<file path="src/inc/mac_mgmt_pkg.sv">
// Constants for the MAC management and pause control block.
// Assumes one core clock domain; the management clock arrives as a sampled pin.
package mac_mgmt_pkg;

  // Indirect register addresses.
  localparam logic [15:0] ADDR_MDIO_CMD   = 16'h0014;
  localparam logic [15:0] ADDR_MDIO_DATA  = 16'h0018;
  localparam logic [15:0] ADDR_FLOW_CTRL  = 16'h001C;
  localparam logic [15:0] ADDR_STATS_CTRL = 16'h0100;
  localparam logic [15:0] ADDR_RSVD_A     = 16'h010C;

  // Reset values.
  localparam logic [31:0] RST_MDIO_CMD   = 32'h00005AC0;
  localparam logic [15:0] RST_MDIO_DATA  = 16'h0000;
  localparam logic [15:0] RST_PAUSE_DUR  = 16'h0050;
  localparam logic        RST_FC_ENABLE  = 1'b1;
  localparam logic [31:0] RST_STATS_CTRL = 32'h00002F72;
  localparam logic [31:0] RST_RSVD_A     = 32'h00000000;

  // Command register fields.
  localparam int PHY_LSB     = 11;
  localparam int PHY_MSB     = 15;
  localparam int REGIDX_LSB  = 6;
  localparam int REGIDX_MSB  = 10;
  localparam int WRSEL_BIT   = 1;
  localparam int BUSY_BIT    = 0;

  // Flow control fields.
  localparam int PAUSE_LSB   = 16;
  localparam int PAUSE_MSB   = 31;
  localparam int FCE_BIT     = 1;
  localparam int PREQ_BIT    = 0;

  // Statistics control fields.
  localparam int MAXLEN_LSB  = 3;
  localparam int MAXLEN_MSB  = 13;

  // Management frame layout.
  localparam logic [31:0] MD_PREAMBLE = 32'hFFFFFFFF;
  localparam logic [1:0]  MD_START    = 2'h1;
  localparam logic [1:0]  MD_OP_WRITE = 2'h1;
  localparam logic [1:0]  MD_OP_READ  = 2'h2;
  localparam logic [1:0]  MD_TA_WRITE = 2'h2;
  localparam logic [1:0]  MD_TA_READ  = 2'h3;
  localparam logic [5:0]  MD_TA_IDX   = 6'd46;
  localparam logic [5:0]  MD_DATA_IDX = 6'd48;
  localparam logic [5:0]  MD_LAST_IDX = 6'd63;

  typedef enum logic [2:0] {
    MD_IDLE  = 3'b001,
    MD_LEAD  = 3'b010,
    MD_SHIFT = 3'b100
  } md_state_e;

endpackage

</file>
<file path="src/rtl/pin_sync.sv">
// Two-flop synchroniser for pins from outside the core clock domain.
// Assumes the input is a level; the output lags it by two core clocks.
`timescale 1ns/1ps
module pin_sync #(
  parameter int WIDTH = 1
) (
  // Clock and reset
  input  wire logic             core_clk,
  input  wire logic             rst_b,
  // Data
  input  wire logic [WIDTH-1:0] async_in,
  output logic      [WIDTH-1:0] sync_out
);

  logic [WIDTH-1:0] meta;

  always_ff @(posedge core_clk or negedge rst_b) begin
    if (!rst_b) begin
      meta     <= '0;
      sync_out <= '0;
    end else begin
      meta     <= async_in;
      sync_out <= meta;
    end
  end

endmodule

</file>
<file path="src/rtl/mac_mdio_and_pause_control.sv">
// MAC management registers: PHY management transactions and pause control.
// Assumes the indirect window logic presents one access per strobe and that
// the MAC datapath signals pause frame completion and frame lengths.
`timescale 1ns/1ps
module mac_mdio_and_pause_control #(
  parameter int LEN_W = 14
) (
  // Clock and reset
  input  wire logic        core_clk,
  input  wire logic        rst_b,
  // Indirect register window
  input  wire logic [15:0] reg_addr,
  input  wire logic [31:0] reg_wdata,
  input  wire logic        reg_wr,
  input  wire logic        reg_rd,
  output logic      [31:0] reg_rdata,
  output logic             reg_ack,
  // Management bus
  input  wire logic        mdc_in,
  input  wire logic        mdio_in,
  output logic             mdio_out,
  output logic             mdio_oe,
  // Pause transmit side
  output logic      [15:0] pause_duration,
  output logic             pause_tx_start,
  input  wire logic        pause_tx_done,
  // Pause receive side
  input  wire logic        rx_pause_valid,
  input  wire logic [15:0] rx_pause_quanta,
  input  wire logic        slot_tick,
  output logic             flow_ctrl_enable,
  output logic             tx_hold,
  // Long frame classification
  input  wire logic        tx_frame_done,
  input  wire logic [LEN_W-1:0] tx_frame_len,
  output logic             long_frame
);

  logic [4:0]  phy_select;
  logic [4:0]  phy_register_index;
  logic        mgmt_write_select;
  logic        mgmt_busy_flag;
  logic [15:0] mgmt_data_word;
  logic        pause_request_flag;
  logic [31:0] stats_control;
  logic [31:0] reserved_control_a;
  logic [15:0] pause_cnt;
  logic [15:0] next_pause_cnt;

  logic      mdc_s;
  logic      mdio_s;
  logic      mdc_d;
  logic      mdc_rise;
  logic      mdc_fall;
  mac_mgmt_pkg::md_state_e md_state;
  logic [63:0] md_shift;
  logic [5:0]  md_idx;
  logic [15:0] md_rx;
  logic        md_read_done;

  logic wr_cmd;
  logic wr_data;
  logic wr_fc;
  logic start_txn;
  logic md_finish;

  pin_sync #(.WIDTH(1)) u_sync_mdc (
    .core_clk (core_clk),
    .rst_b    (rst_b),
    .async_in (mdc_in),
    .sync_out (mdc_s)
  );

  pin_sync #(.WIDTH(1)) u_sync_mdio (
    .core_clk (core_clk),
    .rst_b    (rst_b),
    .async_in (mdio_in),
    .sync_out (mdio_s)
  );

  // Register window decode.
  assign wr_cmd  = reg_wr && (reg_addr == mac_mgmt_pkg::ADDR_MDIO_CMD);
  assign wr_data = reg_wr && (reg_addr == mac_mgmt_pkg::ADDR_MDIO_DATA);
  assign wr_fc   = reg_wr && (reg_addr == mac_mgmt_pkg::ADDR_FLOW_CTRL);
  // A command written while busy is dropped so a running frame is never corrupted.
  assign start_txn = wr_cmd && !mgmt_busy_flag;
  assign md_finish = (md_state == mac_mgmt_pkg::MD_SHIFT) && mdc_rise &&
                     (md_idx == mac_mgmt_pkg::MD_LAST_IDX);

  // Command register fields.
  always_ff @(posedge core_clk or negedge rst_b) begin
    if (!rst_b) begin
      phy_select         <= mac_mgmt_pkg::RST_MDIO_CMD[mac_mgmt_pkg::PHY_MSB:mac_mgmt_pkg::PHY_LSB];
      phy_register_index <=
        mac_mgmt_pkg::RST_MDIO_CMD[mac_mgmt_pkg::REGIDX_MSB:mac_mgmt_pkg::REGIDX_LSB];
      mgmt_write_select  <= mac_mgmt_pkg::RST_MDIO_CMD[mac_mgmt_pkg::WRSEL_BIT];
    end else if (start_txn) begin
      phy_select         <= reg_wdata[mac_mgmt_pkg::PHY_MSB:mac_mgmt_pkg::PHY_LSB];
      phy_register_index <= reg_wdata[mac_mgmt_pkg::REGIDX_MSB:mac_mgmt_pkg::REGIDX_LSB];
      mgmt_write_select  <= reg_wdata[mac_mgmt_pkg::WRSEL_BIT];
    end
  end

  // Busy flag.
  always_ff @(posedge core_clk or negedge rst_b) begin
    if (!rst_b) begin
      mgmt_busy_flag <= mac_mgmt_pkg::RST_MDIO_CMD[mac_mgmt_pkg::BUSY_BIT];
    end else if (start_txn) begin
      mgmt_busy_flag <= 1'b1;
    end else if (md_finish) begin
      mgmt_busy_flag <= 1'b0;
    end
  end

  // Data register; a finishing read overrides a software write in the same cycle.
  always_ff @(posedge core_clk or negedge rst_b) begin
    if (!rst_b) begin
      mgmt_data_word <= mac_mgmt_pkg::RST_MDIO_DATA;
    end else if (md_finish && !mgmt_write_select) begin
      mgmt_data_word <= {md_rx[14:0], mdio_s};
    end else if (wr_data) begin
      mgmt_data_word <= reg_wdata[15:0];
    end
  end

  // Management clock edge detection on the synchronised level.
  always_ff @(posedge core_clk or negedge rst_b) begin
    if (!rst_b) begin
      mdc_d <= 1'b0;
    end else begin
      mdc_d <= mdc_s;
    end
  end
  assign mdc_rise = mdc_s && !mdc_d;
  assign mdc_fall = !mdc_s && mdc_d;

  // Frame engine: drive on the falling edge, sample on the rising edge.
  always_ff @(posedge core_clk or negedge rst_b) begin
    if (!rst_b) begin
      md_state <= mac_mgmt_pkg::MD_IDLE;
      md_shift <= '0;
      md_idx   <= '0;
      md_rx    <= '0;
      mdio_out <= 1'b1;
      mdio_oe  <= 1'b0;
    end else begin
      case (md_state)
        mac_mgmt_pkg::MD_IDLE: begin
          if (start_txn) begin
            md_shift <= {mac_mgmt_pkg::MD_PREAMBLE, mac_mgmt_pkg::MD_START,
                         reg_wdata[mac_mgmt_pkg::WRSEL_BIT] ?
                           mac_mgmt_pkg::MD_OP_WRITE : mac_mgmt_pkg::MD_OP_READ,
                         reg_wdata[mac_mgmt_pkg::PHY_MSB:mac_mgmt_pkg::PHY_LSB],
                         reg_wdata[mac_mgmt_pkg::REGIDX_MSB:mac_mgmt_pkg::REGIDX_LSB],
                         reg_wdata[mac_mgmt_pkg::WRSEL_BIT] ?
                           mac_mgmt_pkg::MD_TA_WRITE : mac_mgmt_pkg::MD_TA_READ,
                         mgmt_data_word};
            md_state <= mac_mgmt_pkg::MD_LEAD;
          end
        end
        mac_mgmt_pkg::MD_LEAD: begin
          if (mdc_fall) begin
            mdio_out <= md_shift[63];
            mdio_oe  <= 1'b1;
            md_shift <= {md_shift[62:0], 1'b0};
            md_idx   <= '0;
            md_state <= mac_mgmt_pkg::MD_SHIFT;
          end
        end
        mac_mgmt_pkg::MD_SHIFT: begin
          if (mdc_fall) begin
            mdio_out <= md_shift[63];
            // Release the line for turnaround and data on a read.
            mdio_oe  <= mgmt_write_select || ((md_idx + 6'd1) < mac_mgmt_pkg::MD_TA_IDX);
            md_shift <= {md_shift[62:0], 1'b0};
            md_idx   <= md_idx + 6'd1;
          end else if (mdc_rise) begin
            if (md_idx >= mac_mgmt_pkg::MD_DATA_IDX) begin
              md_rx <= {md_rx[14:0], mdio_s};
            end
            if (md_idx == mac_mgmt_pkg::MD_LAST_IDX) begin
              mdio_oe  <= 1'b0;
              mdio_out <= 1'b1;
              md_state <= mac_mgmt_pkg::MD_IDLE;
            end
          end
        end
        default: begin
          md_state <= mac_mgmt_pkg::MD_IDLE;
          mdio_oe  <= 1'b0;
        end
      endcase
    end
  end
  assign md_read_done = md_finish && !mgmt_write_select;

  // Flow control fields and pause request; a request write beats a done pulse.
  always_ff @(posedge core_clk or negedge rst_b) begin
    if (!rst_b) begin
      pause_duration     <= mac_mgmt_pkg::RST_PAUSE_DUR;
      flow_ctrl_enable   <= mac_mgmt_pkg::RST_FC_ENABLE;
      pause_request_flag <= 1'b0;
      pause_tx_start     <= 1'b0;
    end else begin
      pause_tx_start <= 1'b0;
      if (wr_fc) begin
        pause_duration   <= reg_wdata[mac_mgmt_pkg::PAUSE_MSB:mac_mgmt_pkg::PAUSE_LSB];
        flow_ctrl_enable <= reg_wdata[mac_mgmt_pkg::FCE_BIT];
      end
      if (wr_fc && reg_wdata[mac_mgmt_pkg::PREQ_BIT] && !pause_request_flag) begin
        pause_request_flag <= 1'b1;
        pause_tx_start     <= 1'b1;
      end else if (pause_tx_done && !(wr_fc && reg_wdata[mac_mgmt_pkg::PREQ_BIT])) begin
        pause_request_flag <= 1'b0;
      end
    end
  end

  // Receive pause hold-off, counted down one slot time per tick.
  always_comb begin
    next_pause_cnt = pause_cnt;
    if (rx_pause_valid && flow_ctrl_enable) begin
      next_pause_cnt = rx_pause_quanta;
    end else if (slot_tick && (pause_cnt != 16'h0000)) begin
      next_pause_cnt = pause_cnt - 16'h0001;
    end
  end

  always_ff @(posedge core_clk or negedge rst_b) begin
    if (!rst_b) begin
      pause_cnt <= '0;
      tx_hold   <= 1'b0;
    end else begin
      pause_cnt <= next_pause_cnt;
      tx_hold   <= (next_pause_cnt != 16'h0000);
    end
  end

  // Statistics and reserved control registers; software keeps the reserved bit set.
  always_ff @(posedge core_clk or negedge rst_b) begin
    if (!rst_b) begin
      stats_control      <= mac_mgmt_pkg::RST_STATS_CTRL;
      reserved_control_a <= mac_mgmt_pkg::RST_RSVD_A;
    end else if (reg_wr) begin
      if (reg_addr == mac_mgmt_pkg::ADDR_STATS_CTRL) begin
        stats_control <= reg_wdata;
      end
      if (reg_addr == mac_mgmt_pkg::ADDR_RSVD_A) begin
        reserved_control_a <= reg_wdata;
      end
    end
  end

  // Long frame flag, one cycle per oversize frame.
  always_ff @(posedge core_clk or negedge rst_b) begin
    if (!rst_b) begin
      long_frame <= 1'b0;
    end else begin
      long_frame <= tx_frame_done && (tx_frame_len >
        LEN_W'(stats_control[mac_mgmt_pkg::MAXLEN_MSB:mac_mgmt_pkg::MAXLEN_LSB]));
    end
  end

  // Register reads.
  always_ff @(posedge core_clk or negedge rst_b) begin
    if (!rst_b) begin
      reg_rdata <= '0;
      reg_ack   <= 1'b0;
    end else begin
      reg_ack <= reg_wr || reg_rd;
      if (reg_rd) begin
        case (reg_addr)
          mac_mgmt_pkg::ADDR_MDIO_CMD:   reg_rdata <= {16'h0000, phy_select, phy_register_index,
                                                       4'h0, mgmt_write_select, mgmt_busy_flag};
          mac_mgmt_pkg::ADDR_MDIO_DATA:  reg_rdata <= {16'h0000, mgmt_data_word};
          mac_mgmt_pkg::ADDR_FLOW_CTRL:  reg_rdata <= {pause_duration, 14'h0000,
                                                       flow_ctrl_enable, pause_request_flag};
          mac_mgmt_pkg::ADDR_STATS_CTRL: reg_rdata <= stats_control;
          mac_mgmt_pkg::ADDR_RSVD_A:     reg_rdata <= reserved_control_a;
          default:                       reg_rdata <= 32'h00000000;
        endcase
      end
    end
  end

endmodule

</file>
<file path="config.mk">
export PLATFORM = sky130hd
export DESIGN_NAME = mac_mdio_and_pause_control
export DESIGN_NICKNAME = d
export VERILOG_FILES = /design/src/inc/mac_mgmt_pkg.sv /design/src/rtl/pin_sync.sv /design/src/rtl/mac_mdio_and_pause_control.sv
export SDC_FILE = /design/constraint.sdc
export NUM_CORES = 1
export LEC_CHECK = 0
export CELL_PAD_IN_SITES_DETAIL_PLACEMENT = 0
export CELL_PAD_IN_SITES_GLOBAL_PLACEMENT = 1
export CORE_MARGIN = 2
export CORE_UTILIZATION = 45
export CTS_CLUSTER_DIAMETER = 80
export DETAILED_ROUTE_END_ITERATION = 8
export DONT_BUFFER_PORTS = 1
export PLACE_DENSITY_LB_ADDON = 0.1
export SLEW_MARGIN = 0
export SYNTH_ARGS = -nofsm -noshare
export SYNTH_HDL_FRONTEND = slang
export SYNTH_SLANG_ARGS = --single-unit
</file>
<file path="constraint.sdc">
create_clock -name core_clk -period 2.26 [get_ports core_clk]
set_input_delay 0.113 -clock core_clk [delete_from_list [all_inputs] [get_ports core_clk]]
set_output_delay 0.113 -clock core_clk [all_outputs]
set_load 0.03 [all_outputs]
</file>
Word level (Yosys, flattened, before mapping)

Cells that the tools add are included.

Output and inout bits: 55
Bits in registers: 257
Word-level logic and storage cells: 125
Input bits: 88

Bitwise operators: 2
Magnitude comparators: 3
Add/subtract/negate cells: 2
Multiplexer cells: 34
Equal/unequal tests: 18
Reduce and logical (&&, ||, !) cells: 39

Operators with widths:

| cell                                                      | number |
|---|---|
| one-hot mux 32 bit (5 select lines)                       | 1 |
| 2-to-1 mux 64 bit                                         | 2 |
| one-hot mux 64 bit (2 select lines)                       | 1 |
| 2-to-1 mux 16 bit                                         | 4 |
| equality test 16 x 5 -> 1 bit (second input constant)     | 3 |
| equality test 16 x 9 -> 1 bit (second input constant)     | 2 |
| nonzero test 16 bit                                       | 2 |
| subtractor 16 x 1 -> 16 bit (second input constant)       | 1 |
| logical AND 1 bit                                         | 15 |
| 2-to-1 mux 3 bit                                          | 5 |
| greater-than comparator 14 x 11 -> 1 bit                  | 1 |
| 2-to-1 mux 1 bit                                          | 14 |
| 2-to-1 mux 6 bit                                          | 2 |
| one-hot mux 6 bit (2 select lines)                        | 1 |
| AND reduction 4 bit                                       | 3 |
| inequality test 2 bit (second input constant)             | 5 |
| nonzero test 2 bit                                        | 5 |
| one-hot mux 3 bit (3 select lines)                        | 1 |
| adder 6 x 1 -> 6 bit (second input constant)              | 1 |
| equality test 6 bit (second input constant)               | 1 |
| greater-or-equal comparator 6 bit (second input constant) | 1 |
| zero test 1 bit                                           | 6 |
| < comparator 6 bit (second input constant)                | 1 |
| AND reduction 3 bit                                       | 2 |
| other kinds (14)                                          | 18 |

Depth between registers and ports, before layout

Word-level depth: 7
Mapped depth: 11
Mapped depth without buffers: 9

Hierarchy

Synthesis repeated with hierarchy kept, for this count alone.

Cell total of the unflattened synthesis: 964
Area, all modules: 11,395.9 µm²

Modules (own cells, without submodules):

| module                     | instances | area an instance (µm²) | seq. area each (µm²) | cells each |
|---|---|---|---|---|
| mac_mdio_and_pause_control | 1         | 11,295.8               | 6,356.1              | 960 |
| pin_sync                   | 2         | 50.0                   | 50.0                 | 2 |

Worst setup path before layout

OpenSTA, ideal clock, no wires.

Path kind: reg-to-reg
Start: reg pause_cnt[10]
End: reg tx_hold
Arrival time: 1.975 ns
Stages on the path, launching flop included: 8
Setup time: 0.138 ns
Period minus slack after synthesis: 2.113 ns
Buffers on the path: 0
Required time: 2.122 ns
Path slack: 0.147 ns
Cells stage by stage: dfrtp_1 or4_1 a211o_1 nor4_2 xnor2_1 a21oi_1 nor4_1 nand4b_1

Longest elaborated chain between the ends: 5
Elaborated cells between the ends (all ways): 6
Classes of those cells: add/sub (1); mux (2); reduce/logical (3)

RTL lines:

| element                                                                             | line                              | source |
|---|---|---|
| start, declared                                                                     | mac_mdio_and_pause_control.sv:47  | `logic [15:0] pause_cnt;` |
| start signal, assigned                                                              | mac_mdio_and_pause_control.sv:234 | `pause_cnt <= next_pause_cnt;` |
| parallel branches: the longest is 2 deep, another holds subtractor 16 x 1 -> 16 bit | -                                 |  |
| 2-to-1 mux 16 bit (*)                                                               | mac_mdio_and_pause_control.sv:224 | `end else if (slot_tick && (pause_cnt != 16'h0000)) begin` |
| 2-to-1 mux 16 bit (*)                                                               | mac_mdio_and_pause_control.sv:222 | `if (rx_pause_valid && flow_ctrl_enable) begin` |
| nonzero test 16 bit (*)                                                             | mac_mdio_and_pause_control.sv:235 | `tx_hold <= (next_pause_cnt != 16'h0000);` |
| end signal, assigned                                                                | mac_mdio_and_pause_control.sv:235 |  |
| end, declared                                                                       | mac_mdio_and_pause_control.sv:32  | `output logic tx_hold,` |

Mark *: on every way between the ends.
A chain may end at the register's enable or synchronous reset.

Final worst setup path

Start: reg pause_cnt[0]
End: reg tx_hold

Longest elaborated chain between the ends: 5
Elaborated cells between the ends (all ways): 6
Classes of those cells: add/sub (1); mux (2); reduce/logical (3)

RTL lines:

| element                                                                             | line                              | source |
|---|---|---|
| parallel branches: the longest is 2 deep, another holds subtractor 16 x 1 -> 16 bit | -                                 |  |
| 2-to-1 mux 16 bit (*)                                                               | mac_mdio_and_pause_control.sv:224 |  |
| 2-to-1 mux 16 bit (*)                                                               | mac_mdio_and_pause_control.sv:222 |  |
| via next_pause_cnt[10]                                                              | mac_mdio_and_pause_control.sv:48  | `logic [15:0] next_pause_cnt;` |
| nonzero test 16 bit (*)                                                             | mac_mdio_and_pause_control.sv:235 |  |

Mark *: on every way through the listed nets, which the timed path passes.

==> reports/metrics.cfg <==
[floorplan]
core_um2=25000
die_area_um2=26700
die_w_um=163
fp.dieH_um=163
io-pin-count=143
initial_core_util_pct=45.6
num_rows=58

[pwr]
switching_share_pct=23.5
clkPwrFrac_pct=45.2
seqPwrFrac_pct=45.0
power_frac_comb_pct=9.8
p_int_uw=8470
leakage_uw=0.00620
p_per_area_nw_per_um2=793
ir_drop_mv=0.531
power.switching_uw=2600
power_uw=11100

[clock_network]
cts_max_level=1
tritoncts=done
ctsLongestPathBuffers=3
clock_sinks=257
cts_made_buffers=29
insertion_delay_ns=0.54
ctsHoldBuffers=71
clk_pin_slew_worst_paths_ns=0.06
cts-root-buf=clkbuf_16

[yosys]
ys_ff_latch=257
synth_area_leader_cell=dfrtp_1
ys_seq_area_share_pct=56.5
yosys_most_used_dff=dfrtp_1
syn_area_per_cell_um2=11.8
yosys_warnings=0
synth_nets=1069
synth_edf_count=0
syn-cell-area_um2=11400
synth_area_leaders=dfrtp_1 (52%), mux2_2 (7.6%), dfstp_2 (4.6%), mux2i_1 (3.9%), mux2_1 (3.0%)
netlist.area_leader.share_pct=51.9
synthCells=965
synth.distinct_cells=63
async_flop_share_pct=100

[route]
drt_wl_total_um=27500
drtIter0Drc=621
drc_errors=0
routedWlPerCell_um=19.5
vias=7976
ant_nets=0
drt-vias-per-instance=5.65
first_pass_iters=7

[global_route]
track_usage_pct=20.4
grt_first_pass_wirelength_um=43600
antenna_found_initial=3
grt_max_degree=258
grt_pass1_vias=8181
grt.overflow.total=0

[timing]
min_period_ns=2.32
hold_viol_final=257
slew_headroom_pct=68.2
tns_ns=-0.109
fin_ws_ns=-0.0634
clock_skew_ns=0.0163
setup_viol=2
worstMarginPinSlew_ns=0.476
slew_violations=0
hold_slack_ns=-0.725
max_freq_mhz=430
rsz0062_at_grt=yes
period_share_pct=103

[placed_design]
dp_hpwl_um=17600
io_buffers=0
gp_congestion=0.819

[final_layout]
layout.nets=1160
ff_latch_area_um2=6460
num-fill-cells=2112
synthToLayoutAreaGrowth_pct=22.1
final_util_pct=55.7
multi_input_area_um2=4670
drive_above_1_share_pct=21.3

[worst_setup_path]
reg2reg_depth=10
critPathArrivalTime_ns=2.73
reg2reg_from=pause_cnt[0]
startpoint_type=register
end_kind=register
path_max_fanout=5
timing.rr.end=tx_hold
rrSetupSlack_ns=-0.06
crit_type=register to register
cp.required_ns=2.66

[run]
max_cap_viol_count=0

[run_status]
violations=hold timing, setup timing
outcome=finished, violations left

[worst_hold_path]
worstHoldPathType=input pin to asynchronous set/reset pin

==> critical path: stages, from the launching register on <==
cell      delay [ns]
dfrtp_1         0.40
inv_2           0.12
ha_4            0.14
nor4b_4         0.25
and4b_2         0.34
buf_4           0.14
nor4_2          0.04
xnor2_1         0.16
o21ai_0         0.16
nor4_1          0.31
nand4b_1        0.13
==> metal layers <==
| metal | up-vias | track usage [%] | wire length [um] |
|---|---|---|---|
| met1 | 3990 | 26.9 | 11800 |
| met3 | 51 | 3.58 | 1570 |
| met2 | 217 | 34.9 | 13500 |
| met4 | 2 | 5.47 | 631 |
| li1 | 3716 | - | - |
| met5 | - | 0 | 13 |
==> registers in the layout, indices dropped and copies added (netlist names), 3 cells and up <==
signal and cells:
reg_rdata 32, md_state 3, md_rx 15, pause_cnt 16, mgmt_data_word 16, md_shift 64
phy_select 5, pause_duration 16, reserved_control_a 32, stats_control 32, phy_register_index 5, md_idx 6
==> logic make-up (layout without fill, tap and decap cells) <==
kind of cell | count (synthesis) | in the layout | synth area share (%)
XOR/XNOR | 11 | 11 | 0.843
flip-flops | 257 | 257 | 56.5
other | 0 | 2 | 0
buffers and inverters | 110 | 224 | 3.94
adder cells (fa/ha/maj) | 16 | 16 | 1.75
AND/OR/NAND/NOR | 188 | 188 | 8.60
AO/OA/AOI/OAI | 232 | 232 | 14.0
multiplexers | 151 | 151 | 14.4
==> cell type report <==
cell class	count	share of cell area, %
well taps	330	2.96
diodes	2	0.0359
multi-input cells	598	33.5
inverters	52	1.40
clock buffers	45	6.06
clock inverters	9	1.29
repair buffers	118	8.52
flip-flops and latches	257	46.3
==> through the flow <==
stage	cells	instance area [um2]	setup WS, ns
3_5_place_dp	1274	12000	-0.112
6_report	1411	14000	-0.0634
5_1_grt	1411	14000	-0.216
3_3_place_gp	1274	12000	0.0322
4_1_cts	1399	13800	0.00717
2_1_floorplan	965	11400	0.147
==> cell usage after synthesis (all sizes together) (7+ instances only) <==
master and number:
inv 52, dfrtp 237, nor4 14, dfstp 20
a22o 8, buf 22, a21oi 18, a221oi 8
nand2 86, ha 16, mux2 107, a22oi 7
nor2 29, o22a 33, a222oi 22, clkbuf 36
nor3 13, o22ai 31, xnor2 8, nand3 8
mux2i 44, o21ai 73, o31ai 7
==> cells in the final DEF, fill, tap and decap left out, types with 31 or more instances in the layout <==
cell	n
o22a_1	33
mux2i_1	44
dlygate4sd3_1	69
mux2_2	77
buf_4	38
o21ai_0	50
nand2_1	82
inv_1	50
o22ai_1	31
dfrtp_1	236
==> timing repair <==
item / in CTS / in global routing
setup buffers: 0 / 10
setup endpoints to repair: 1 / 4
hold endpoints to repair: 435 / 257
resized for setup: 5 / 26
pin swaps: 3 / 20
==> worst max-delay path by stage <==
stage | startpoint | cells past startpoint | to
6_report | pause_cnt[0] | 10 | tx_hold
5_1_grt | pause_cnt[0] | 9 | tx_hold
4_1_cts | pause_cnt[10] | 7 | tx_hold
3_5_place_dp | pause_cnt[1] | 9 | tx_hold
3_3_place_gp | pause_cnt[0] | 9 | tx_hold
2_1_floorplan | pause_cnt[10] | 7 | tx_hold
==> power groups by stage <==
stage / clock (uW) / sequential, uW / combinational (uW)
6_report: 5010 / 4980 / 1080
5_1_grt: 5340 / 4990 / 1170
4_1_cts: 5150 / 4940 / 851
3_5_place_dp: 0 / 5010 / 651
3_3_place_gp: 0 / 5000 / 623
2_1_floorplan: 0 / 4990 / 479
No activity file was read; power rests on OpenSTA's default activity.
